File: src/rtl/ecfc_cfg.svh
`ifndef ECFC_CFG_SVH
`define ECFC_CFG_SVH
// APB register byte addresses
`define ADDR_CTRL2      12'h004
`define ADDR_STATUS     12'h008
`define ADDR_PCMCFG     12'h00C
// Control register 2 field positions
`define CTRL2_HPF_BIT   2
`define CTRL2_NB_BIT    3
`define CTRL2_NLP_BIT   5
`define CTRL2_PH_BIT    6
`define CTRL2_TD_BIT    7
`define CTRL2_RESET     8'h00
// PCM configuration register: mode field reset value
`define PCMCFG_RESET    2'h0
// Frame geometry: 32 timeslots of 8 bits
`define SLOT_BITS       3
`define SLOT_IDX_BITS   5
`define SLOT_A_M1       5'h00
`define SLOT_B_M1       5'h01
`define SLOT_A_M2       5'h02
`define SLOT_B_M2       5'h03
`define LIN_LAST_SLOT   5'h03
`define ZERO_BIT        8'h00
// Pin synchroniser reset: link clock and frame pulse at their idle high level
`define SYNC_RESET      10'h00C
`endif

File: src/rtl/ecfc_pkg.sv
package ecfc_pkg;
	// TDM bus mode selection
	typedef enum logic [1:0] {
		BUS_MODE1,
		BUS_MODE2,
		BUS_MODE3,
		BUS_MODE4
	} bus_mode_t;
	// Link frame tracking
	typedef enum logic [0:0] {
		LINK_HUNT,
		LINK_RUN
	} link_state_t;
endpackage

File: src/rtl/echo_canceller_function_control.sv
// Decided for this implementation: the register offsets and the APB slave port.
`timescale 1ns/1ns
`default_nettype none
`include "ecfc_cfg.svh"

module echo_canceller_function_control (
	input  wire logic        pclk,            // APB clock
	input  wire logic        presetn,         // Asynchronous reset, active low
	input  wire logic        psel,            // APB select
	input  wire logic        penable,         // APB enable
	input  wire logic        pwrite,          // APB direction
	input  wire logic [11:0] paddr,           // APB byte address
	input  wire logic [31:0] pwdata,          // APB write data
	output logic      [31:0] prdata,          // APB read data
	output logic             pready,          // APB ready
	output logic             pslverr,         // APB error on unmapped address
	input  wire logic        setup_strap_one, // Configuration strap 1
	input  wire logic        setup_strap_two, // Configuration strap 2
	input  wire logic        phase_reversal_strap, // Standalone reversal select
	input  wire logic        nonlinear_proc_strap, // Standalone processor enable
	input  wire logic        law_pin,         // Companding law select
	input  wire logic        format_pin,      // Code format select
	input  wire logic        tone_hit_a,      // Tone seen on path A
	input  wire logic        tone_hit_b,      // Tone seen on path B
	input  wire logic        narrowband_hit,  // Narrow-band signal present
	input  wire logic        bus_bit_clock_in, // Link bit clock pin
	input  wire logic        frame_pulse_in,  // Link frame pulse, active low
	input  wire logic        pcm_in,          // Serial PCM input
	input  wire logic [15:0] tx_word_a,       // Canceller A outgoing sample
	input  wire logic [15:0] tx_word_b,       // Canceller B outgoing sample
	output logic             pcm_out,         // Serial PCM output data
	output logic             pcm_out_oe,      // Serial PCM output enable
	output logic      [15:0] rx_word_a,       // Canceller A received sample
	output logic      [15:0] rx_word_b,       // Canceller B received sample
	output logic             rx_valid,        // Pulse: received pair ready
	output logic             host_mode,       // Host mode selected
	output logic             tone_flag_a_n,   // Tone indication A, active low
	output logic             tone_flag_b_n,   // Tone indication B, active low
	output logic             tone_detect_run, // Tone detectors running
	output logic             need_reversal,   // Detector requires phase reversal
	output logic             nonlinear_run,   // Non-linear processor running
	output logic             narrowband_run,  // Narrow-band detector running
	output logic             adapt_freeze,    // Filter adaptation frozen
	output logic             offset_filter_run, // DC removal active
	output logic             a_law,           // A-law when high, mu-law low
	output logic             itu_format       // Standard coding when high
);

	// Host control register 2 and bus mode register
	logic [7:0]              ctrl2;
	logic [7:0]              next_ctrl2;
	ecfc_pkg::bus_mode_t     bus_mode;
	ecfc_pkg::bus_mode_t     next_bus_mode;
	logic [31:0]             next_prdata;
	logic                    next_pready;
	logic                    next_pslverr;

	// Two-flop synchronisers for the pins
	logic [9:0]              sync1;
	logic [9:0]              sync2;

	// Decode of one APB address into a hit flag
	function automatic logic addr_hit(input logic [11:0] a, input logic [11:0] r);
		addr_hit = (a == r);
	endfunction

	// Synchronise every pin from outside the clock domain except tone_hit_a and tone_hit_b
	always_ff @(posedge pclk or negedge presetn) begin
		if (!presetn) begin
			sync1 <= `SYNC_RESET;
			sync2 <= `SYNC_RESET;
		end else begin
			sync1 <= {setup_strap_one, setup_strap_two, phase_reversal_strap,
				nonlinear_proc_strap, law_pin, format_pin, bus_bit_clock_in,
				frame_pulse_in, pcm_in, narrowband_hit};
			sync2 <= sync1;
		end
	end

	// Synchronised pin views
	logic s_cfg1;
	logic s_cfg2;
	logic s_rev;
	logic s_nlp;
	logic s_law;
	logic s_fmt;
	logic s_bclk;
	logic s_frame_n;
	logic s_din;
	logic s_nb;
	assign {s_cfg1, s_cfg2, s_rev, s_nlp, s_law, s_fmt, s_bclk, s_frame_n, s_din, s_nb} = sync2;

	// APB slave: one wait-free access phase, unmapped reads error
	always_comb begin
		next_ctrl2    = ctrl2;
		next_bus_mode = bus_mode;
		next_prdata   = prdata;
		next_pready   = 1'b0;
		next_pslverr  = 1'b0;
		if (psel && !penable) begin
			next_pready = 1'b1;
			if (addr_hit(paddr, `ADDR_CTRL2)) begin
				next_prdata = {24'h000000, pwrite ? pwdata[7:0] : ctrl2};
			end else if (addr_hit(paddr, `ADDR_PCMCFG)) begin
				next_prdata = {30'h00000000, pwrite ? pwdata[1:0] : bus_mode};
			end else if (addr_hit(paddr, `ADDR_STATUS)) begin
				next_prdata = {24'h000000, host_mode, tone_flag_a_n, tone_flag_b_n,
					tone_detect_run, need_reversal, nonlinear_run,
					narrowband_run, offset_filter_run};
			end else begin
				next_prdata  = 32'h00000000;
				next_pslverr = 1'b1;
			end
		end
		// Writes land only at the access edge that completes the transfer
		if (psel && penable && pready && pwrite) begin
			if (addr_hit(paddr, `ADDR_CTRL2)) begin
				next_ctrl2 = pwdata[7:0];
			end
			if (addr_hit(paddr, `ADDR_PCMCFG)) begin
				next_bus_mode = ecfc_pkg::bus_mode_t'(pwdata[1:0]);
			end
		end
	end

	// Register the APB state; pready rises in the access phase
	always_ff @(posedge pclk or negedge presetn) begin
		if (!presetn) begin
			ctrl2    <= `CTRL2_RESET;
			bus_mode <= ecfc_pkg::bus_mode_t'(`PCMCFG_RESET);
			prdata   <= 32'h00000000;
			pready   <= 1'b0;
			pslverr  <= 1'b0;
		end else begin
			ctrl2    <= next_ctrl2;
			bus_mode <= next_bus_mode;
			prdata   <= next_prdata;
			pready   <= next_pready;
			pslverr  <= next_pslverr;
		end
	end

	// Function enables from host register, else from straps or fixed on
	logic next_host;
	logic next_td_run;
	logic next_rev;
	logic next_nlp;
	logic next_nb;
	logic next_hpf;
	always_comb begin
		next_host   = !s_cfg1 && !s_cfg2;
		if (next_host) begin
			next_td_run = !ctrl2[`CTRL2_TD_BIT];
			next_rev    = !ctrl2[`CTRL2_PH_BIT];
			next_nlp    = !ctrl2[`CTRL2_NLP_BIT];
			next_nb     = !ctrl2[`CTRL2_NB_BIT];
			next_hpf    = !ctrl2[`CTRL2_HPF_BIT];
		end else begin
			next_td_run = 1'b1;
			next_rev    = s_rev;
			next_nlp    = s_nlp;
			next_nb     = 1'b1;
			next_hpf    = 1'b1;
		end
	end

	// Register enables, flags and coding selections
	always_ff @(posedge pclk or negedge presetn) begin
		if (!presetn) begin
			host_mode         <= 1'b0;
			tone_detect_run   <= 1'b1;
			need_reversal     <= 1'b0;
			nonlinear_run     <= 1'b0;
			narrowband_run    <= 1'b1;
			offset_filter_run <= 1'b1;
			adapt_freeze      <= 1'b0;
			tone_flag_a_n     <= 1'b1;
			tone_flag_b_n     <= 1'b1;
			a_law             <= 1'b0;
			itu_format        <= 1'b0;
		end else begin
			host_mode         <= next_host;
			tone_detect_run   <= next_td_run;
			need_reversal     <= next_rev;
			nonlinear_run     <= next_nlp;
			narrowband_run    <= next_nb;
			offset_filter_run <= next_hpf;
			adapt_freeze      <= next_nb && s_nb;
			tone_flag_a_n     <= !(next_td_run && tone_hit_a);
			tone_flag_b_n     <= !(next_td_run && tone_hit_b);
			a_law             <= s_law;
			itu_format        <= s_fmt;
		end
	end

	// Link bit-clock edge detection from the synchronised copy
	logic bclk_d;
	logic bclk_rise;
	logic bclk_fall;
	assign bclk_rise = s_bclk && !bclk_d;
	assign bclk_fall = !s_bclk && bclk_d;

	// Link framing: bit counter restarts on frame pulse
	ecfc_pkg::link_state_t   lstate;
	ecfc_pkg::link_state_t   next_lstate;
	logic [7:0]              bit_cnt;
	logic [7:0]              next_bit_cnt;
	logic [15:0]             sh_in;
	logic [15:0]             next_sh_in;
	logic [15:0]             next_rx_a;
	logic [15:0]             next_rx_b;
	logic                    next_rx_valid;
	logic                    next_out;
	logic                    next_oe;

	// Slot owned by the device in the current mode
	function automatic logic slot_owned(input ecfc_pkg::bus_mode_t m,
			input logic [4:0] s);
		case (m)
			ecfc_pkg::BUS_MODE1: slot_owned = (s == `SLOT_A_M1) || (s == `SLOT_B_M1);
			ecfc_pkg::BUS_MODE2: slot_owned = (s == `SLOT_A_M2) || (s == `SLOT_B_M2);
			ecfc_pkg::BUS_MODE3: slot_owned = (s == `SLOT_A_M2) || (s == `SLOT_B_M2);
			ecfc_pkg::BUS_MODE4: slot_owned = (s <= `LIN_LAST_SLOT);
			default:             slot_owned = 1'b0;
		endcase
	endfunction

	logic [4:0] slot;
	logic       in_b;
	logic [3:0] bit_pos;
	logic [7:0] cur_cnt;
	// A falling edge inside the frame pulse is bit 0 of the frame
	assign cur_cnt = (bclk_fall && !s_frame_n) ? `ZERO_BIT : bit_cnt;
	assign slot = cur_cnt[7:`SLOT_BITS];
	assign in_b = (bus_mode == ecfc_pkg::BUS_MODE4) ? slot[1] : slot[0];
	assign bit_pos = (bus_mode == ecfc_pkg::BUS_MODE4) ?
		{slot[0], cur_cnt[2:0]} : {1'b1, cur_cnt[2:0]};

	// Shift data per bit on the link, msb first
	always_comb begin
		next_lstate   = lstate;
		next_bit_cnt  = bit_cnt;
		next_sh_in    = sh_in;
		next_rx_a     = rx_word_a;
		next_rx_b     = rx_word_b;
		next_rx_valid = 1'b0;
		next_out      = pcm_out;
		next_oe       = pcm_out_oe;
		case (lstate)
			ecfc_pkg::LINK_HUNT: begin
				next_oe = 1'b0;
				if (!s_frame_n) begin
					next_lstate  = ecfc_pkg::LINK_RUN;
					next_bit_cnt = 8'h00;
				end
			end
			ecfc_pkg::LINK_RUN: begin
				if (bclk_fall) begin
					// Frame pulse at a falling edge restarts the count
					if (!s_frame_n) begin
						next_bit_cnt = `ZERO_BIT;
					end
					// Drive the owned slot bit or release the line
					next_oe = slot_owned(bus_mode, slot);
					next_out = next_oe ? (in_b ? tx_word_b[4'hF - bit_pos]
						: tx_word_a[4'hF - bit_pos]) : 1'b0;
				end
				if (bclk_rise) begin
					if (slot_owned(bus_mode, slot)) begin
						next_sh_in = {sh_in[14:0], s_din};
						if (bit_cnt[2:0] == 3'h7 && bit_pos[3]) begin
							if (in_b) begin
								next_rx_b     = (bus_mode == ecfc_pkg::BUS_MODE4) ?
									next_sh_in : {8'h00, next_sh_in[7:0]};
								next_rx_valid = 1'b1;
							end else begin
								next_rx_a = (bus_mode == ecfc_pkg::BUS_MODE4) ?
									next_sh_in : {8'h00, next_sh_in[7:0]};
							end
						end
					end
					next_bit_cnt = bit_cnt + 8'h01;
				end
			end
			default: next_lstate = ecfc_pkg::LINK_HUNT;
		endcase
	end

	// Register the link state
	always_ff @(posedge pclk or negedge presetn) begin
		if (!presetn) begin
			bclk_d     <= 1'b1;
			lstate     <= ecfc_pkg::LINK_HUNT;
			bit_cnt    <= 8'h00;
			sh_in      <= 16'h0000;
			rx_word_a  <= 16'h0000;
			rx_word_b  <= 16'h0000;
			rx_valid   <= 1'b0;
			pcm_out    <= 1'b0;
			pcm_out_oe <= 1'b0;
		end else begin
			bclk_d     <= s_bclk;
			lstate     <= next_lstate;
			bit_cnt    <= next_bit_cnt;
			sh_in      <= next_sh_in;
			rx_word_a  <= next_rx_a;
			rx_word_b  <= next_rx_b;
			rx_valid   <= next_rx_valid;
			pcm_out    <= next_out;
			pcm_out_oe <= next_oe;
		end
	end

	// Checks on function selection and link behaviour
	AST_HOST_SEL: assert property (@(posedge pclk) disable iff (!presetn)
		$past(presetn) |-> host_mode == $past(!sync2[9] && !sync2[8])) else $error("host mode wrong");
	AST_TD_FLAG: assert property (@(posedge pclk) disable iff (!presetn)
		(!host_mode && $past(tone_hit_a) && !$past(host_mode)) |-> !tone_flag_a_n)
		else $error("tone flag a missing");
	AST_TD_OFF: assert property (@(posedge pclk) disable iff (!presetn)
		(host_mode && $past(host_mode,2) && $past(ctrl2[`CTRL2_TD_BIT])) |-> !tone_detect_run)
		else $error("tone detect not off");
	AST_NLP_STRAP: assert property (@(posedge pclk) disable iff (!presetn)
		(!host_mode && !$past(host_mode)) |-> nonlinear_run == $past(s_nlp))
		else $error("processor strap ignored");
	AST_NLP_OFF: assert property (@(posedge pclk) disable iff (!presetn)
		(host_mode && $past(host_mode)) |-> nonlinear_run == !$past(ctrl2[`CTRL2_NLP_BIT]))
		else $error("processor off bit ignored");
	AST_LAW: assert property (@(posedge pclk) disable iff (!presetn)
		a_law == $past(s_law)) else $error("law wrong");
	AST_FMT: assert property (@(posedge pclk) disable iff (!presetn)
		itu_format == $past(s_fmt)) else $error("format wrong");
	AST_NB_OFF: assert property (@(posedge pclk) disable iff (!presetn)
		(host_mode && $past(host_mode) && $past(ctrl2[`CTRL2_NB_BIT])) |-> !adapt_freeze)
		else $error("narrowband not off");
	AST_HPF: assert property (@(posedge pclk) disable iff (!presetn)
		(!host_mode && !$past(host_mode)) |-> offset_filter_run)
		else $error("offset filter off");
	AST_HIZ: assert property (@(posedge pclk) disable iff (!presetn)
		(lstate == ecfc_pkg::LINK_HUNT) |=> !pcm_out_oe) else $error("drive outside frame");
	COV_HOST: cover property (@(posedge pclk) disable iff (!presetn) host_mode);
	COV_RXV: cover property (@(posedge pclk) disable iff (!presetn) rx_valid);
	COV_TONE: cover property (@(posedge pclk) disable iff (!presetn) !tone_flag_b_n);

endmodule
`default_nettype wire

File: config.mk
export PLATFORM = sky130hd
export DESIGN_NAME = echo_canceller_function_control
export DESIGN_NICKNAME = d
export VERILOG_FILES = /design/src/rtl/ecfc_pkg.sv /design/src/rtl/echo_canceller_function_control.sv
export VERILOG_INCLUDE_DIRS = /design/src /design/src/rtl
export SDC_FILE = /design/constraint.sdc
export NUM_CORES = 1
export LEC_CHECK = 0
export ABC_AREA = 0
export BUFFER_PORTS_ARGS = -buffer_cell sky130_fd_sc_hd__buf_2
export CAP_MARGIN = 20
export CORE_MARGIN = 2
export CORE_UTILIZATION = 54
export DETAILED_ROUTE_END_ITERATION = 12
export GPL_TIMING_DRIVEN = 0
export PLACE_DENSITY = 0.85
export REMOVE_ABC_BUFFERS = 1
export SKIP_LAST_GASP = 1
export SYNTH_ARGS = -nofsm -noshare
export SYNTH_HDL_FRONTEND = slang
export SYNTH_SLANG_ARGS = --single-unit
File: constraint.sdc
create_clock -name pclk -period 6 [get_ports pclk]
set_input_delay 0.3 -clock pclk [delete_from_list [all_inputs] [get_ports pclk]]
set_output_delay 0.3 -clock pclk [all_outputs]
set_load 0.05 [all_outputs]
==> run summary <==
Critical R2R Launch -> sync2[3]
Hold_ws -> 0.0171 ns
Mapped Area -> 5010 um2
Power per Cell Area -> 280 nW/um2
Max_cap viols -> 0
Row cnt -> 35
Met3 Track Usage GR -> 4.81%
Worst hold path cell count -> 1
Commonest cells post-synth -> 101 x dfrtp_1, 51 x mux2_2, 36 x nand2_1
H-tree Lvls -> 3
Final nets -> 638
Number of CTS-inserted buffers -> 9
Fmax -> 276 MHz
Wire per inst -> 15.5 um
Hold Startpoint -> nonlinear_proc_strap
FF+latch count, synth -> 111
GR peak layer -> met2
Register area -> 2790 um2
Post-DRT Antenna Nets -> 0
Yosys top cell area share -> 50.4%
Routed wire length -> 10.2 mm
Worst vdd rail ir drop -> 0.150 mV
TritonCTS clock tree -> built
Latest clock arrival within the worst-skew pair -> 0.38 ns
Share of post-route cells with drive strength above 1 -> 38.8%
# DRC -> 0
Multi-input logic area -> 1990 um2
I/O pin cnt -> 173
Vias in the first global route -> 3,489
Final Wtd Congestion -> 0.910
Fin crit share -> 60.4%
Drt initial violations -> 116
Synth area leader -> dfrtp_1
Clk buf depth -> 2
N_diodes -> 0
Leakage -> 2.99 nW
Fillers -> 700
Layout area overhead -> 17.5%
Rel. slew slack -> 34.7%
Root buffer cell -> clkbuf_8
CP max stage delay -> 0.93 ns
Via/cell ratio -> 5.45
Top post-synthesis cells by area -> dfrtp_1 50%, mux2_2 11%, dfstp_2 5.2%
Number of port buffers -> 124
Synth unique cells -> 53
Final setup viols -> 0
Worst-path clk slew -> 0.12 ns
Synth warn -> 0
Hold Path Class -> in2reg
First-pass GRT wire length -> 16.2 mm
Fin. max-slew vios -> 0
Most common cell in the netlist -> dfrtp_1
Worst setup SP type -> register
Effective utilization at floorplan -> 55.0%
Postcts setup bufs -> 0
Slowest CP cell -> nor3_4
Worst path required time -> 6.25 ns
Post-DP HPWL -> 7.29 mm
RR Endpoint -> rx_word_b[0]
PostCTS Resize Cnt -> 0
Critical path, cell by cell -> inv_1, ha_1, nand2b_1, a311o_1, o2111ai_4, nor3_4, mux2_2
Worst Hold End -> sync1[6]
Worst Setup Path Type -> reg2reg
CP endpoint kind -> register
Die Span X -> 100 um
Final Critical Period -> 3.63 ns
Via Count -> 3,570
Global Route met1 Usage -> 25.6%
Reg2reg path depth -> 7
TritonCTS Sinks -> 111
Worst Path Max Fanout -> 21
Post-synthesis sequential area ratio -> 55.7%
Die Y-Extent -> 100 um
Ys flop type -> dfrtp_1
Final TNS setup -> 0 ns
Hold Vio Cnt, Final -> 0
Worst-Margin Slew -> 0.977 ns
Worst Skew -> 0.0187 ns
Total track usage -> 20.5%
GR Util met2 -> 35.2%
Area of the core -> 9110 um2
Largest net degree at the start of global routing -> 58
Avg Cell Area, Syn -> 12.1 um2
Asr flop ratio synth -> 100%
Global route total overflow -> 0
1st-pass router iterations -> 5
Cells after synthesis -> 416
Unrepaired setup endpoints after global routing -> no
Die ar. -> 10,100 um2
Status -> completed
Worst Path Arrival -> 3.88 ns
R2r setup slk -> 2.37 ns
Post-synth EDFFs -> 0
Final Power -> 0.00165 W
Initial antenna violation count -> 0
-- worst max-delay path, delay by kind of cell (launching register included) --
family                   cells  cell delay [ns]
AO/OA/AOI/OAI                2             0.77
adder cells (fa/ha/maj)      1             0.24
buffers and inverters        1             0.05
flip-flops                   1             0.57
multiplexers                 1             0.42
AND/OR/NAND/NOR              2             1.45
-- through the flow --
stage | std cells | cell area (um2) | worst slack [ns] | utilization [%]
after CTS | 652 | 5860 | 2.33 | 64.3
after detailed placement | 633 | 5620 | 2.36 | 61.7
after floorplan | 397 | 4830 | 3.10 | -
after global placement | 632 | 5590 | 2.47 | 61.4
after global routing | 655 | 5890 | 2.11 | 64.7
final | 655 | 5890 | 2.37 | 64.7
-- worst max path at each step --
| stage | startpoint | endpoint | cells after the start |
|---|---|---|---|
| after floorplan | sync2[3] | rx_word_b[0] | 7 |
| after global placement | sync2[3] | rx_word_b[4] | 7 |
| after detailed placement | sync2[3] | rx_word_b[0] | 7 |
| after CTS | sync2[3] | rx_word_b[0] | 7 |
| after global routing | sync2[3] | rx_word_b[4] | 7 |
| final | sync2[3] | rx_word_b[0] | 7 |
-- state kept, by name, summed over array words and instances, names as in the netlist, 2 cells and up --
signal     cells
bit_cnt        8
bus_mode       2
ctrl2          8
prdata         8
rx_word_a     16
rx_word_b     16
sh_in         15
sync1         10
sync2         10
-- cells by family after synthesis --
group,Yosys count,share of synthesized area [%]
flops,111,55.7
simple gates,92,9.63
compound gates,78,11.0
mux,71,15.7
buf+inv,57,6.41
fa+ha+maj,6,1.50
other cells,1,0.0748
-- power by group --
group	total, W	switching [W]	internal (W)
clock	0.000447	0.000279	0.000168
sequential	0.000897	0.0000823	0.000814
combinational	0.000303	0.000169	0.000134
total	0.00165	0.000531	0.00112
-- cell type report --
type	instances	share of cell area, %
Clock inverter	7	1.38
Inverter	15	0.956
Clock buffer	9	2.10
Tap cell	111	2.36
Multi-Input combinational cell	271	33.8
Sequential cell	111	47.4
Timing Repair Buffer	131	12.1
-- routing by layer --
layer | wire (um) | vias to the layer above
met5 | 0 | -
met4 | 129 | 0
met3 | 726 | 12
met2 | 5080 | 152
met1 | 4230 | 1734
li1 | - | 1672
-- timing repair --
| item | 4_1_cts | 5_1_grt |
|---|---|---|
| hold buffers | 3 | 3 |
| endpoints found under the hold margin | 43 | 3 |
| setup endpoints to repair | 0 | 0 |
-- cells in the final DEF (no fill, tap or decap), drive strengths merged, types with 3 or more instances in the layout --
master	count
nor3	6
clkinv	4
clkbuf	9
dfrtp	101
conb	24
mux2i	10
nand2b	9
dfstp	10
and2	10
o31ai	6
ha	6
o2111ai	5
a21oi	11
nor2	10
inv	18
o211ai	3
dlygate4sd3	6
mux2	61
o21ai	22
nand2	36
a31oi	7
nand3	7
buf	125
o221ai	3
a22oi	8
(Power assumes the default switching activity.)
